==> config.mk <==
export PLATFORM = sky130hd
export DESIGN_NAME = gpl_port
export DESIGN_NICKNAME = d
export VERILOG_FILES = /design/src/gpl_pkg.sv /design/src/gpl_port.sv
export SDC_FILE = /design/constraint.sdc
export NUM_CORES = 1
export LEC_CHECK = 0
export BUFFER_PORTS_ARGS = -buffer_cell sky130_fd_sc_hd__buf_2
export CORE_UTILIZATION = 39
export DETAILED_ROUTE_END_ITERATION = 10
export GPL_TIMING_DRIVEN = 0
export HOLD_SLACK_MARGIN = 0.06
export PLACE_DENSITY = 0.73
export SKIP_CTS_REPAIR_TIMING = 1
export SYNTH_ARGS = -nofsm -noshare
export SYNTH_HDL_FRONTEND = slang
export SYNTH_SLANG_ARGS = --single-unit
export TNS_END_PERCENT = 10
==> constraint.sdc <==
create_clock -name clock -period 1.3 [get_ports clock]
set_input_delay 0.195 -clock clock [delete_from_list [all_inputs] [get_ports clock]]
set_output_delay 0.195 -clock clock [all_outputs]
set_load 0.03 [all_outputs]
==> src/gpl_pkg.sv <==
// Constants shared by the general-purpose port with LED drive
package gpl_pkg;

	// ------------------------------------------------------------
	// I/O-space locations
	// ------------------------------------------------------------
	localparam logic [7:0] ADDR_PIN_INPUT    = 8'h00;
	localparam logic [7:0] ADDR_DIRECTION    = 8'h01;
	localparam logic [7:0] ADDR_OUTPUT_LATCH = 8'h02;
	localparam logic [7:0] ADDR_MCU_CONTROL  = 8'h35;
	localparam logic [7:0] ADDR_LED_CONFIG   = 8'h75;

	// ------------------------------------------------------------
	// Field positions and reset values
	// ------------------------------------------------------------
	localparam int         PUD_BIT_POS       = 4;
	localparam int         LED_FIELD_WIDTH   = 2;
	localparam logic [7:0] RST_OUTPUT_LATCH  = 8'h00;
	localparam logic [7:0] RST_DIRECTION     = 8'h00;
	localparam logic [7:0] RST_LED_CONFIG    = 8'h00;
	localparam logic       RST_PULLUP_DIS    = 1'h0;
	localparam logic [7:0] RST_READ_DATA     = 8'h00;
	localparam logic [2:0] RST_SYNC          = 3'h0;

	// ------------------------------------------------------------
	// LED channel current modes
	// ------------------------------------------------------------
	typedef enum logic [1:0] {
		GPL_LED_OFF  = 2'h0,
		GPL_LED_2MA  = 2'h1,
		GPL_LED_4MA  = 2'h2,
		GPL_LED_RSVD = 2'h3
	} gpl_led_mode_t;

endpackage

==> src/gpl_port.sv <==
// Eight-pin general-purpose port with pull-ups, toggle and LED current drive
//
// Behaviour
// - Set or clear of one bit changes only that pin's direction, latch or pull-up.
// - Each port has latch, direction and pin input locations.
// - Pin input location is read-only; latch and direction are read/write.
// - Writing one to a pin input bit inverts the latch bit; zero does nothing.
// - Global pull-up disable switches off every pull-up.
// - Alternate functions on some pins leave other pins usable as plain I/O.
// - Keyboard pad current control is off in the deep sleep modes.
// - LED field: 00 off, 01 two milliamp, 10 four milliamp, 11 reserved.
// - LED register: channel 3 bits 7..6 down to channel 0 bits 1..0; resets zero.
// - Direction one drives the pin; direction zero makes it an input.
// - Input with latch one and pull-up disable zero enables the pull-up.
// - Reset tri-states every pin without an alternate function enabled at once, with no clock needed.
// - Output pin drives the latch value.
// - Pin decode: pull-up only for input with latch one; never on outputs.
// - Strobes are shared by a port's pins; clock, clamp, pull-up disable by all.
// - Pull-up disable is bit 4 of the control register, read/write, resets zero.
// - Pin input is synchronised before it lands in the input bit.
// - Deep sleep clamps the input path low except on interrupt-enabled pins.
`timescale 1ns/1ps

module gpl_port #(
	parameter int WIDTH  = 8,
	parameter int LED_CH = 4
) (
	input  wire logic              clock,
	input  wire logic              rst_b,
	input  wire logic              ce,
	input  wire logic [7:0]        io_addr,
	input  wire logic [7:0]        io_wdata,
	input  wire logic              io_we,
	input  wire logic              io_re,
	input  wire logic              io_bit_set,
	input  wire logic              io_bit_clr,
	input  wire logic [2:0]        io_bit_idx,
	output logic      [7:0]        io_rdata,
	input  wire logic [2*LED_CH-1:0] led_cfg_in,
	input  wire logic              sleep_deep,
	input  wire logic [WIDTH-1:0]  ext_int_en,
	input  wire logic [WIDTH-1:0]  alt_en,
	input  wire logic [WIDTH-1:0]  alt_oe,
	input  wire logic [WIDTH-1:0]  alt_out,
	input  wire logic [WIDTH-1:0]  pad_in,
	output logic      [WIDTH-1:0]  pad_out,
	output logic      [WIDTH-1:0]  pad_oe,
	output logic      [WIDTH-1:0]  pullup_en,
	output logic      [WIDTH-1:0]  low_drive_en,
	output logic      [LED_CH-1:0] led_src_2ma,
	output logic      [LED_CH-1:0] led_src_4ma,
	output logic                   kbo_ctrl_en,
	output logic      [WIDTH-1:0]  pad_in_sync
);

	// ------------------------------------------------------------
	// State
	// ------------------------------------------------------------
	logic [WIDTH-1:0]    output_latch_ff;
	logic [WIDTH-1:0]    direction_ff;
	logic [WIDTH-1:0]    pin_input_ff;
	logic                pullup_disable_ff;
	logic [2*LED_CH-1:0] led_cfg_ff;
	logic [WIDTH-1:0]    sync1_ff;
	logic [WIDTH-1:0]    sync2_ff;
	logic [WIDTH-1:0]    sync3_ff;
	logic [7:0]          rdata_ff;
	logic [WIDTH-1:0]    clamped_in;
	logic [WIDTH-1:0]    nxt_pin_input;
	logic [WIDTH-1:0]    bit_mask;

	function automatic logic [WIDTH-1:0] one_hot(input logic [2:0] idx);
		one_hot = '0;
		one_hot[idx] = 1'b1;
	endfunction

	function automatic logic hit(input logic [7:0] a, input logic [7:0] loc);
		hit = (a == loc);
	endfunction

	assign bit_mask = one_hot(io_bit_idx);

	// ------------------------------------------------------------
	// Output latch: write, toggle via pin location, bit set/clear
	// ------------------------------------------------------------
	always_ff @(posedge clock or negedge rst_b) begin
		if (!rst_b) begin
			output_latch_ff <= gpl_pkg::RST_OUTPUT_LATCH[WIDTH-1:0];
		end else if (ce) begin
			if (io_we && hit(io_addr, gpl_pkg::ADDR_OUTPUT_LATCH)) begin
				output_latch_ff <= io_wdata[WIDTH-1:0];
			end else if (io_we && hit(io_addr, gpl_pkg::ADDR_PIN_INPUT)) begin
				output_latch_ff <= output_latch_ff ^ io_wdata[WIDTH-1:0];
			end else if (io_bit_set && hit(io_addr, gpl_pkg::ADDR_OUTPUT_LATCH)) begin
				output_latch_ff <= output_latch_ff | bit_mask;
			end else if (io_bit_clr && hit(io_addr, gpl_pkg::ADDR_OUTPUT_LATCH)) begin
				output_latch_ff <= output_latch_ff & ~bit_mask;
			end else if (io_bit_set && hit(io_addr, gpl_pkg::ADDR_PIN_INPUT)) begin
				output_latch_ff <= output_latch_ff ^ bit_mask;
			end
		end
	end

	// ------------------------------------------------------------
	// Direction
	// ------------------------------------------------------------
	always_ff @(posedge clock or negedge rst_b) begin
		if (!rst_b) begin
			direction_ff <= gpl_pkg::RST_DIRECTION[WIDTH-1:0];
		end else if (ce) begin
			if (io_we && hit(io_addr, gpl_pkg::ADDR_DIRECTION)) begin
				direction_ff <= io_wdata[WIDTH-1:0];
			end else if (io_bit_set && hit(io_addr, gpl_pkg::ADDR_DIRECTION)) begin
				direction_ff <= direction_ff | bit_mask;
			end else if (io_bit_clr && hit(io_addr, gpl_pkg::ADDR_DIRECTION)) begin
				direction_ff <= direction_ff & ~bit_mask;
			end
		end
	end

	// ------------------------------------------------------------
	// Control register: only the pull-up disable lives here
	// ------------------------------------------------------------
	always_ff @(posedge clock or negedge rst_b) begin
		if (!rst_b) begin
			pullup_disable_ff <= gpl_pkg::RST_PULLUP_DIS;
		end else if (ce) begin
			if (io_we && hit(io_addr, gpl_pkg::ADDR_MCU_CONTROL)) begin
				pullup_disable_ff <= io_wdata[gpl_pkg::PUD_BIT_POS];
			end else if (io_bit_set && hit(io_addr, gpl_pkg::ADDR_MCU_CONTROL)
				&& io_bit_idx == 3'(gpl_pkg::PUD_BIT_POS)) begin
				pullup_disable_ff <= 1'b1;
			end else if (io_bit_clr && hit(io_addr, gpl_pkg::ADDR_MCU_CONTROL)
				&& io_bit_idx == 3'(gpl_pkg::PUD_BIT_POS)) begin
				pullup_disable_ff <= 1'b0;
			end
		end
	end

	// ------------------------------------------------------------
	// LED configuration, read-only to software
	// ------------------------------------------------------------
	// Loaded from the configuration source, never from the I/O bus
	always_ff @(posedge clock or negedge rst_b) begin
		if (!rst_b) begin
			led_cfg_ff <= gpl_pkg::RST_LED_CONFIG[2*LED_CH-1:0];
		end else if (ce) begin
			led_cfg_ff <= led_cfg_in;
		end
	end

	// ------------------------------------------------------------
	// Input path: sleep clamp, then three-stage synchroniser
	// ------------------------------------------------------------
	// Clamp keeps floating pads from burning current in deep sleep
	assign clamped_in = pad_in & ~({WIDTH{sleep_deep}} & ~ext_int_en);

	always_ff @(posedge clock or negedge rst_b) begin
		if (!rst_b) begin
			sync1_ff <= '0;
			sync2_ff <= '0;
			sync3_ff <= '0;
		end else if (ce) begin
			sync1_ff <= clamped_in;
			sync2_ff <= sync1_ff;
			sync3_ff <= sync2_ff;
		end
	end

	// A change is accepted only once the last two stages agree
	always_comb begin
		nxt_pin_input = pin_input_ff;
		for (int i = 0; i < WIDTH; i++) begin
			if (sync2_ff[i] == sync3_ff[i]) begin
				nxt_pin_input[i] = sync3_ff[i];
			end
		end
	end

	always_ff @(posedge clock or negedge rst_b) begin
		if (!rst_b) begin
			pin_input_ff <= '0;
		end else if (ce) begin
			pin_input_ff <= nxt_pin_input;
		end
	end

	assign pad_in_sync = pin_input_ff;

	// ------------------------------------------------------------
	// Read data, one cycle after the read strobe
	// ------------------------------------------------------------
	always_ff @(posedge clock or negedge rst_b) begin
		if (!rst_b) begin
			rdata_ff <= gpl_pkg::RST_READ_DATA;
		end else if (ce && io_re) begin
			unique case (io_addr)
				gpl_pkg::ADDR_PIN_INPUT:    rdata_ff <= 8'(pin_input_ff);
				gpl_pkg::ADDR_DIRECTION:    rdata_ff <= 8'(direction_ff);
				gpl_pkg::ADDR_OUTPUT_LATCH: rdata_ff <= 8'(output_latch_ff);
				gpl_pkg::ADDR_MCU_CONTROL:  rdata_ff <= 8'(pullup_disable_ff) << gpl_pkg::PUD_BIT_POS;
				gpl_pkg::ADDR_LED_CONFIG:   rdata_ff <= 8'(led_cfg_ff);
				default:                    rdata_ff <= 8'h00;
			endcase
		end
	end

	assign io_rdata = rdata_ff;

	// ------------------------------------------------------------
	// Pad control
	// ------------------------------------------------------------
	// Alternate function takes a pin only where its enable is set
	genvar g;
	generate
		for (g = 0; g < WIDTH; g++) begin : g_pin
			logic led_on;
			if (g < LED_CH) begin : g_led
				assign led_on = led_cfg_ff[2*g +: 2] != gpl_pkg::GPL_LED_OFF;
			end else begin : g_noled
				assign led_on = 1'b0;
			end
			assign pad_oe[g]    = alt_en[g] ? alt_oe[g] : direction_ff[g];
			assign pad_out[g]   = alt_en[g] ? alt_out[g] : output_latch_ff[g];
			assign pullup_en[g] = !alt_en[g] && !direction_ff[g]
				&& output_latch_ff[g] && !pullup_disable_ff;
			// LED channels give up the strong low side to the current source
			assign low_drive_en[g] = pad_oe[g] && !pad_out[g] && !led_on;
		end
		for (g = 0; g < LED_CH; g++) begin : g_src
			assign led_src_2ma[g] = led_cfg_ff[2*g +: 2] == gpl_pkg::GPL_LED_2MA
				&& !output_latch_ff[g];
			assign led_src_4ma[g] = led_cfg_ff[2*g +: 2] == gpl_pkg::GPL_LED_4MA
				&& !output_latch_ff[g];
		end
	endgenerate

	assign kbo_ctrl_en = !sleep_deep;
endmodule

# --- After elaboration in Yosys (flattened, before gate mapping) ---
# Cells that the tools add are included.
classes:
  n_mux: 30
  reduce_logical: 112
  magnitude_cmp: 2
  n_eq_ne: 21
  bitwise_logic: 11
ops:
  columns: ["cell", "n"]
  rows:
  - ["8-bit 2-to-1 mux", 8]
  - ["1-bit logical AND", 59]
  - ["8-bit one-hot mux with 5 select lines", 1]
  - ["1-bit zero test", 34]
  - ["8-bit AND", 4]
  - ["8-bit NOT", 3]
  - ["2-bit AND reduction", 11]
  - ["1-bit 2-to-1 mux", 20]
  - ["8-bit bitwise OR", 2]
  - ["8-bit XOR", 2]
  - ["1-bit == test", 8]
  - ["2-bit by 1-bit == test with 1-bit output, second input constant", 4]
  - ["2-bit == test, second input constant", 4]
  - ["8-bit by 1-bit == test with 1-bit output, second input constant", 1]
  - ["8-bit by 2-bit == test with 1-bit output, second input constant", 1]
  - ["8-bit by 6-bit == test with 1-bit output, second input constant", 1]
  - ["8-bit by 7-bit == test with 1-bit output, second input constant", 1]
  - ["8-bit zero test", 1]
  - ["2-bit nonzero test", 4]
  - ["3-bit nonzero test", 2]
  - ["5-bit nonzero test", 1]
  - ["3-bit by 4-bit < comparator with 1-bit output, second input constant", 1]
  - ["1-bit demux with 3-bit select", 1]
  - ["3-bit == test, second input constant", 1]
  - ["3-bit by 1-bit >= comparator with 1-bit output, second input constant", 1]
totals:
  ff_bits: 65
  output_inout_bits: 57

# --- Depth between registers and ports, before layout ---
logic_depth:
  word_depth: 10
  depth_mapped: 7
  ltp_nobuf: 7

# --- Least setup slack after synthesis ---
# Ideal clock, no wire load.
synth_timing:
  path_kind: "reg-to-output"
  from: "register output_latch_ff[3]"
  to: "output low_drive_en[3]"
  path_slack_ns: -0.951
  t_arrival_ns: 2.056
  stages_incl_launch_ff: 4
  cell_sequence: "dfrtp_1 > inv_1 > o21ai_0 > nor4b_1"
synth_between:
  elab_chain_len: 4
synth_rtl:
  columns: ["element", "line_no", "source"]
  rows:
  - ["start: declaration", "gpl_port.sv:59", "logic [WIDTH-1:0] output_latch_ff;"]
  - ["start signal: assignment", "gpl_port.sv:88", "output_latch_ff <= gpl_pkg::RST_OUTPUT_LATCH[WIDTH-1:0];"]
  - ["start signal: assignment", "gpl_port.sv:91", "output_latch_ff <= io_wdata[WIDTH-1:0];"]
  - ["start signal: assignment", "gpl_port.sv:93", "output_latch_ff <= output_latch_ff ^ io_wdata[WIDTH-1:0];"]
  - ["1-bit 2-to-1 mux", "gpl_port.sv:224", "assign pad_out[g] = alt_en[g] ? alt_out[g] : output_latch_ff[g];"]
  - ["named net pad_out[3]", "gpl_port.sv:46", "output logic [WIDTH-1:0] pad_out,"]
  - ["1-bit zero test", "gpl_port.sv:228", "assign low_drive_en[g] = pad_oe[g] && !pad_out[g] && !led_on;"]
  - ["1-bit logical AND (2 in series)", "gpl_port.sv:228", null]
  - ["end: declaration", "gpl_port.sv:49", "output logic [WIDTH-1:0] low_drive_en,"]
# The timed path passes the listed nets, and every way through them passes these cells.

# --- Final worst setup path ---
layout_timing:
  from: "register pullup_disable_ff"
  to: "output pullup_en[1]"
layout_between:
  elab_chain_len: 2
layout_rtl:
  columns: ["element", "line_no", "source"]
  rows:
  - ["start: declaration", "gpl_port.sv:62", "logic pullup_disable_ff;"]
  - ["start signal: assignment", "gpl_port.sv:126", "pullup_disable_ff <= gpl_pkg::RST_PULLUP_DIS;"]
  - ["start signal: assignment", "gpl_port.sv:129", "pullup_disable_ff <= io_wdata[gpl_pkg::PUD_BIT_POS];"]
  - ["1-bit zero test", "gpl_port.sv:226", "&& output_latch_ff[g] && !pullup_disable_ff;"]
  - ["1-bit logical AND", "gpl_port.sv:226", null]
  - ["end: declaration", "gpl_port.sv:48", "output logic [WIDTH-1:0] pullup_en,"]
# No other way between the ends.

==> flow_metrics.tcl <==
set metrics [dict create \
    violations "negative hold slack, negative setup slack" \
    row_count 37 \
    reg2reg_to "output_latch_ff[3]$_DFFE_PN0P_" \
    arrival_ps 1480 \
    hold_viol 65 \
    synthMuxAreaShare_pct 9.31 \
    max-clock-path-buffers 2 \
    clock_latency_ps 360 \
    slowest_stage "dfrtp_4" \
    yosysTopAreaCellShare_pct 39.7 \
    crit_buf_inv 2 \
    cts_root_buf "clkbuf_8" \
    finalCritPeriodShare_pct 129 \
    p_leak_nw 2.54 \
    cts_tree "yes" \
    syn_to_final_growth_pct 41.2 \
    die-area_mm2 0.0109 \
    post_synth_instance_area_mm2 0.00410 \
    grt_usage_pct 23.6 \
    synth_top_family_by_area "compound AO/OA/AOI/OAI gates" \
    worstMarginPinSlew_ps 830 \
    synthesis.nets 533 \
    via_per_inst 5.69 \
    drive_above_1_share_pct 46.1 \
    drc 0 \
    synth_edf_count 0 \
    ant_nets 0 \
    fill_cells 894 \
    regToRegSetupSlack_ps -150 \
    vdd_drop_max_v 0.000619 \
    synth-async-reset-ratio_pct 100 \
    max_stage_delay_ps 500 \
    hpwl_um 9170 \
    synth-seq-cells 65 \
    place_congestion 0.884 \
    cpLargestDelayFamily "flip-flops" \
    drt-initial-drc-count 319 \
    p_per_area_mw_per_mm2 1060 \
    dr.pass1.iters 5 \
    cts_buffers 9 \
    startpoint "pullup_disable_ff$_DFFE_PN0P_" \
    synthDistinctLibCells 51 \
    cp_num_cells 3 \
    synth-simple-area-share_pct 18.2 \
    fin_nets 687 \
    hold_class "input pin to async pin" \
    start_util_pct 39.9 \
    dp_slack_ps -889 \
    r2r-start "output_latch_ff[3]$_DFFE_PN0P_" \
    grt_max_degree 66 \
    cp_max_fo 5 \
    antenna_found_initial 0 \
    synth_fa_ha_area_share_pct 4.88 \
    wl_per_cell_um 18.0 \
    synth-main-ff-cell "dfrtp_1" \
    seq_area_frac_synth_pct 39.7 \
    synth_compound_area_share_pct 20.8 \
    synth_area_per_cell_um2 9.27 \
    finalSetupViolCount 64 \
    fin_ws_ps -375 \
    critical_path_required_ps 1110 \
    dr_total_vias 4194 \
    r2r_cells 7 \
    wl_um 13200 \
    io_pins 132 \
    setup_tns_ps -10880 \
    startpoint_type "register" \
    drv_slew 0 \
    chipWidth_um 105 \
    timing.fmax_ghz 0.597 \
    outcome "finished with violations" \
    io_buffers 129 \
    final.min_clock_period_ps 1670 \
    n_antenna_cell 0 \
    overflow 0 \
    maxSlewHeadroom_pct 44.7 \
    crit_type "register to output port" \
    yosys_warnings 0 \
    drv_cap 0 \
    synth_cells 442 \
    core_mm2 0.0103 \
    grt_pass1_vias 4004 \
    whs_ps -78.9 \
    synthTopCellsByArea "dfrtp_1 40%, mux2_2 9.1%, ha_1 4.9%" \
    cts.clk_slew.worst_paths_ps 80 \
    htree_levels 3 \
    fp.dieH_um 105 \
    clock-sinks 65 \
    endpoint_kind "output port" \
    cp_cell_sequence "buf_12 > nor4_4 > buf_6" \
    finClkSkew_ps 14.8 \
    rsz0062_at_grt "yes" \
    synthXorXnorAreaFrac_pct 1.71 \
    grt_pass1_wl_um 20000 \
    yosys.area.top_type "dfrtp_1" \
]
[power by group]
| group | switching (mW) | internal, mW | total (mW) |
|---|---|---|---|
| logic | 0.829 | 0.633 | 1.46 |
| registers | 0.223 | 2.22 | 2.44 |
| clock network | 0.912 | 1.29 | 2.21 |
| total | 1.96 | 4.15 | 6.11 |
[through the flow]
step | instance area [µm²] | instances | hold slack [ps] | util (%) | total power [mW]
floorplan | 4260 | 442 | -101 | - | 3.27
global placement | 5080 | 707 | 433 | 49.4 | 3.66
detailed placement | 5080 | 707 | 349 | 49.4 | 3.73
CTS | 5330 | 723 | -33.5 | 51.8 | 5.90
global route | 5790 | 737 | -10.6 | 56.3 | 6.34
finish | 5790 | 737 | -78.9 | 56.3 | 6.11
[cells by family (layout without fill, tap and decap cells)]
group / count (synthesis) / count (layout)
AOI/OAI and AO/OA: 139 / 139
and+or+nand+nor: 130 / 130
DFF: 65 / 65
buffers and inverters: 50 / 209
muxes: 34 / 34
adders and majority gates: 16 / 16
xor gates and xnor gates: 8 / 8
[routing by layer]
| layer | up-vias | global-route usage, % | share of wire, % |
|---|---|---|---|
| met5 | - | 0 | 0 |
| met4 | 0 | 13.0 | 4.1 |
| met3 | 45 | 3.95 | 7.0 |
| met2 | 197 | 40.1 | 49 |
| met1 | 2013 | 28.3 | 40 |
| li1 | 1939 | - | - |
[Yosys cell counts, drive strengths merged, types with 4 or more instances]
| master | instances |
|---|---|
| dfrtp | 65 |
| o21ai | 46 |
| nand2 | 35 |
| a21oi | 34 |
| mux2 | 33 |
| inv | 25 |
| nor2 | 25 |
| ha | 16 |
| nand2b | 16 |
| o211ai | 14 |
| buf | 12 |
| clkbuf | 12 |
| nand3 | 10 |
| nor4 | 10 |
| a31oi | 9 |
| nor3b | 9 |
| a221oi | 8 |
| a22oi | 8 |
| o22ai | 8 |
| a22o | 7 |
| xnor2 | 7 |
| nor2b | 4 |
| nor4b | 4 |
[final cells by class]
type,instances,area (µm²),area share (%)
multi-input combinational,327,2580,44.5
tap,136,170,2.94
clock buffer,9,124,2.14
buffer,23,131,2.27
inverter,26,113,1.95
timing repair buffer,144,895,15.5
sequential,65,1650,28.6
clock inverter,7,125,2.16
[worst max-delay path by stage]
| stage | slack (ps) | end |
|---|---|---|
| floorplan | -230 | register |
| global placement | -870 | io_rdata[3]$_DFFE_PN0P_ |
| detailed placement | -890 | io_rdata[3]$_DFFE_PN0P_ |
| CTS | -670 | pullup_en[1] |
| global route | -390 | pullup_en[0] |
| finish | -370 | pullup_en[1] |
[worst register-to-register path, cell delays in order, from the launching register on]
cell and delay [ps]:
dfrtp_2 440, inv_4 60, buf_4 150, ha_1 300, nor2_1 50, a31oi_1 150, nor2_1 50, o21ai_1 170
[cells in the final DEF (no fill, tap or decap), types with 5 or more instances in the layout]
cell / n
clkbuf_8: 9
o22ai_1: 7
buf_4: 27
a221oi_1: 8
a22o_1: 7
clkbuf_1: 8
a31oi_1: 9
dfrtp_1: 45
inv_4: 6
nor3b_2: 8
o21ai_1: 20
dfrtp_2: 19
nor4_4: 9
nor2_1: 24
nand2_1: 32
nand3_1: 9
o21ai_4: 5
inv_1: 18
nand2b_1: 16
clkbuf_2: 6
a22oi_1: 8
buf_6: 19
buf_2: 105
ha_1: 16
mux2_2: 32
xnor2_1: 7
a21oi_1: 33
o211ai_1: 14
o21ai_0: 20
(Power assumes the default switching activity.)
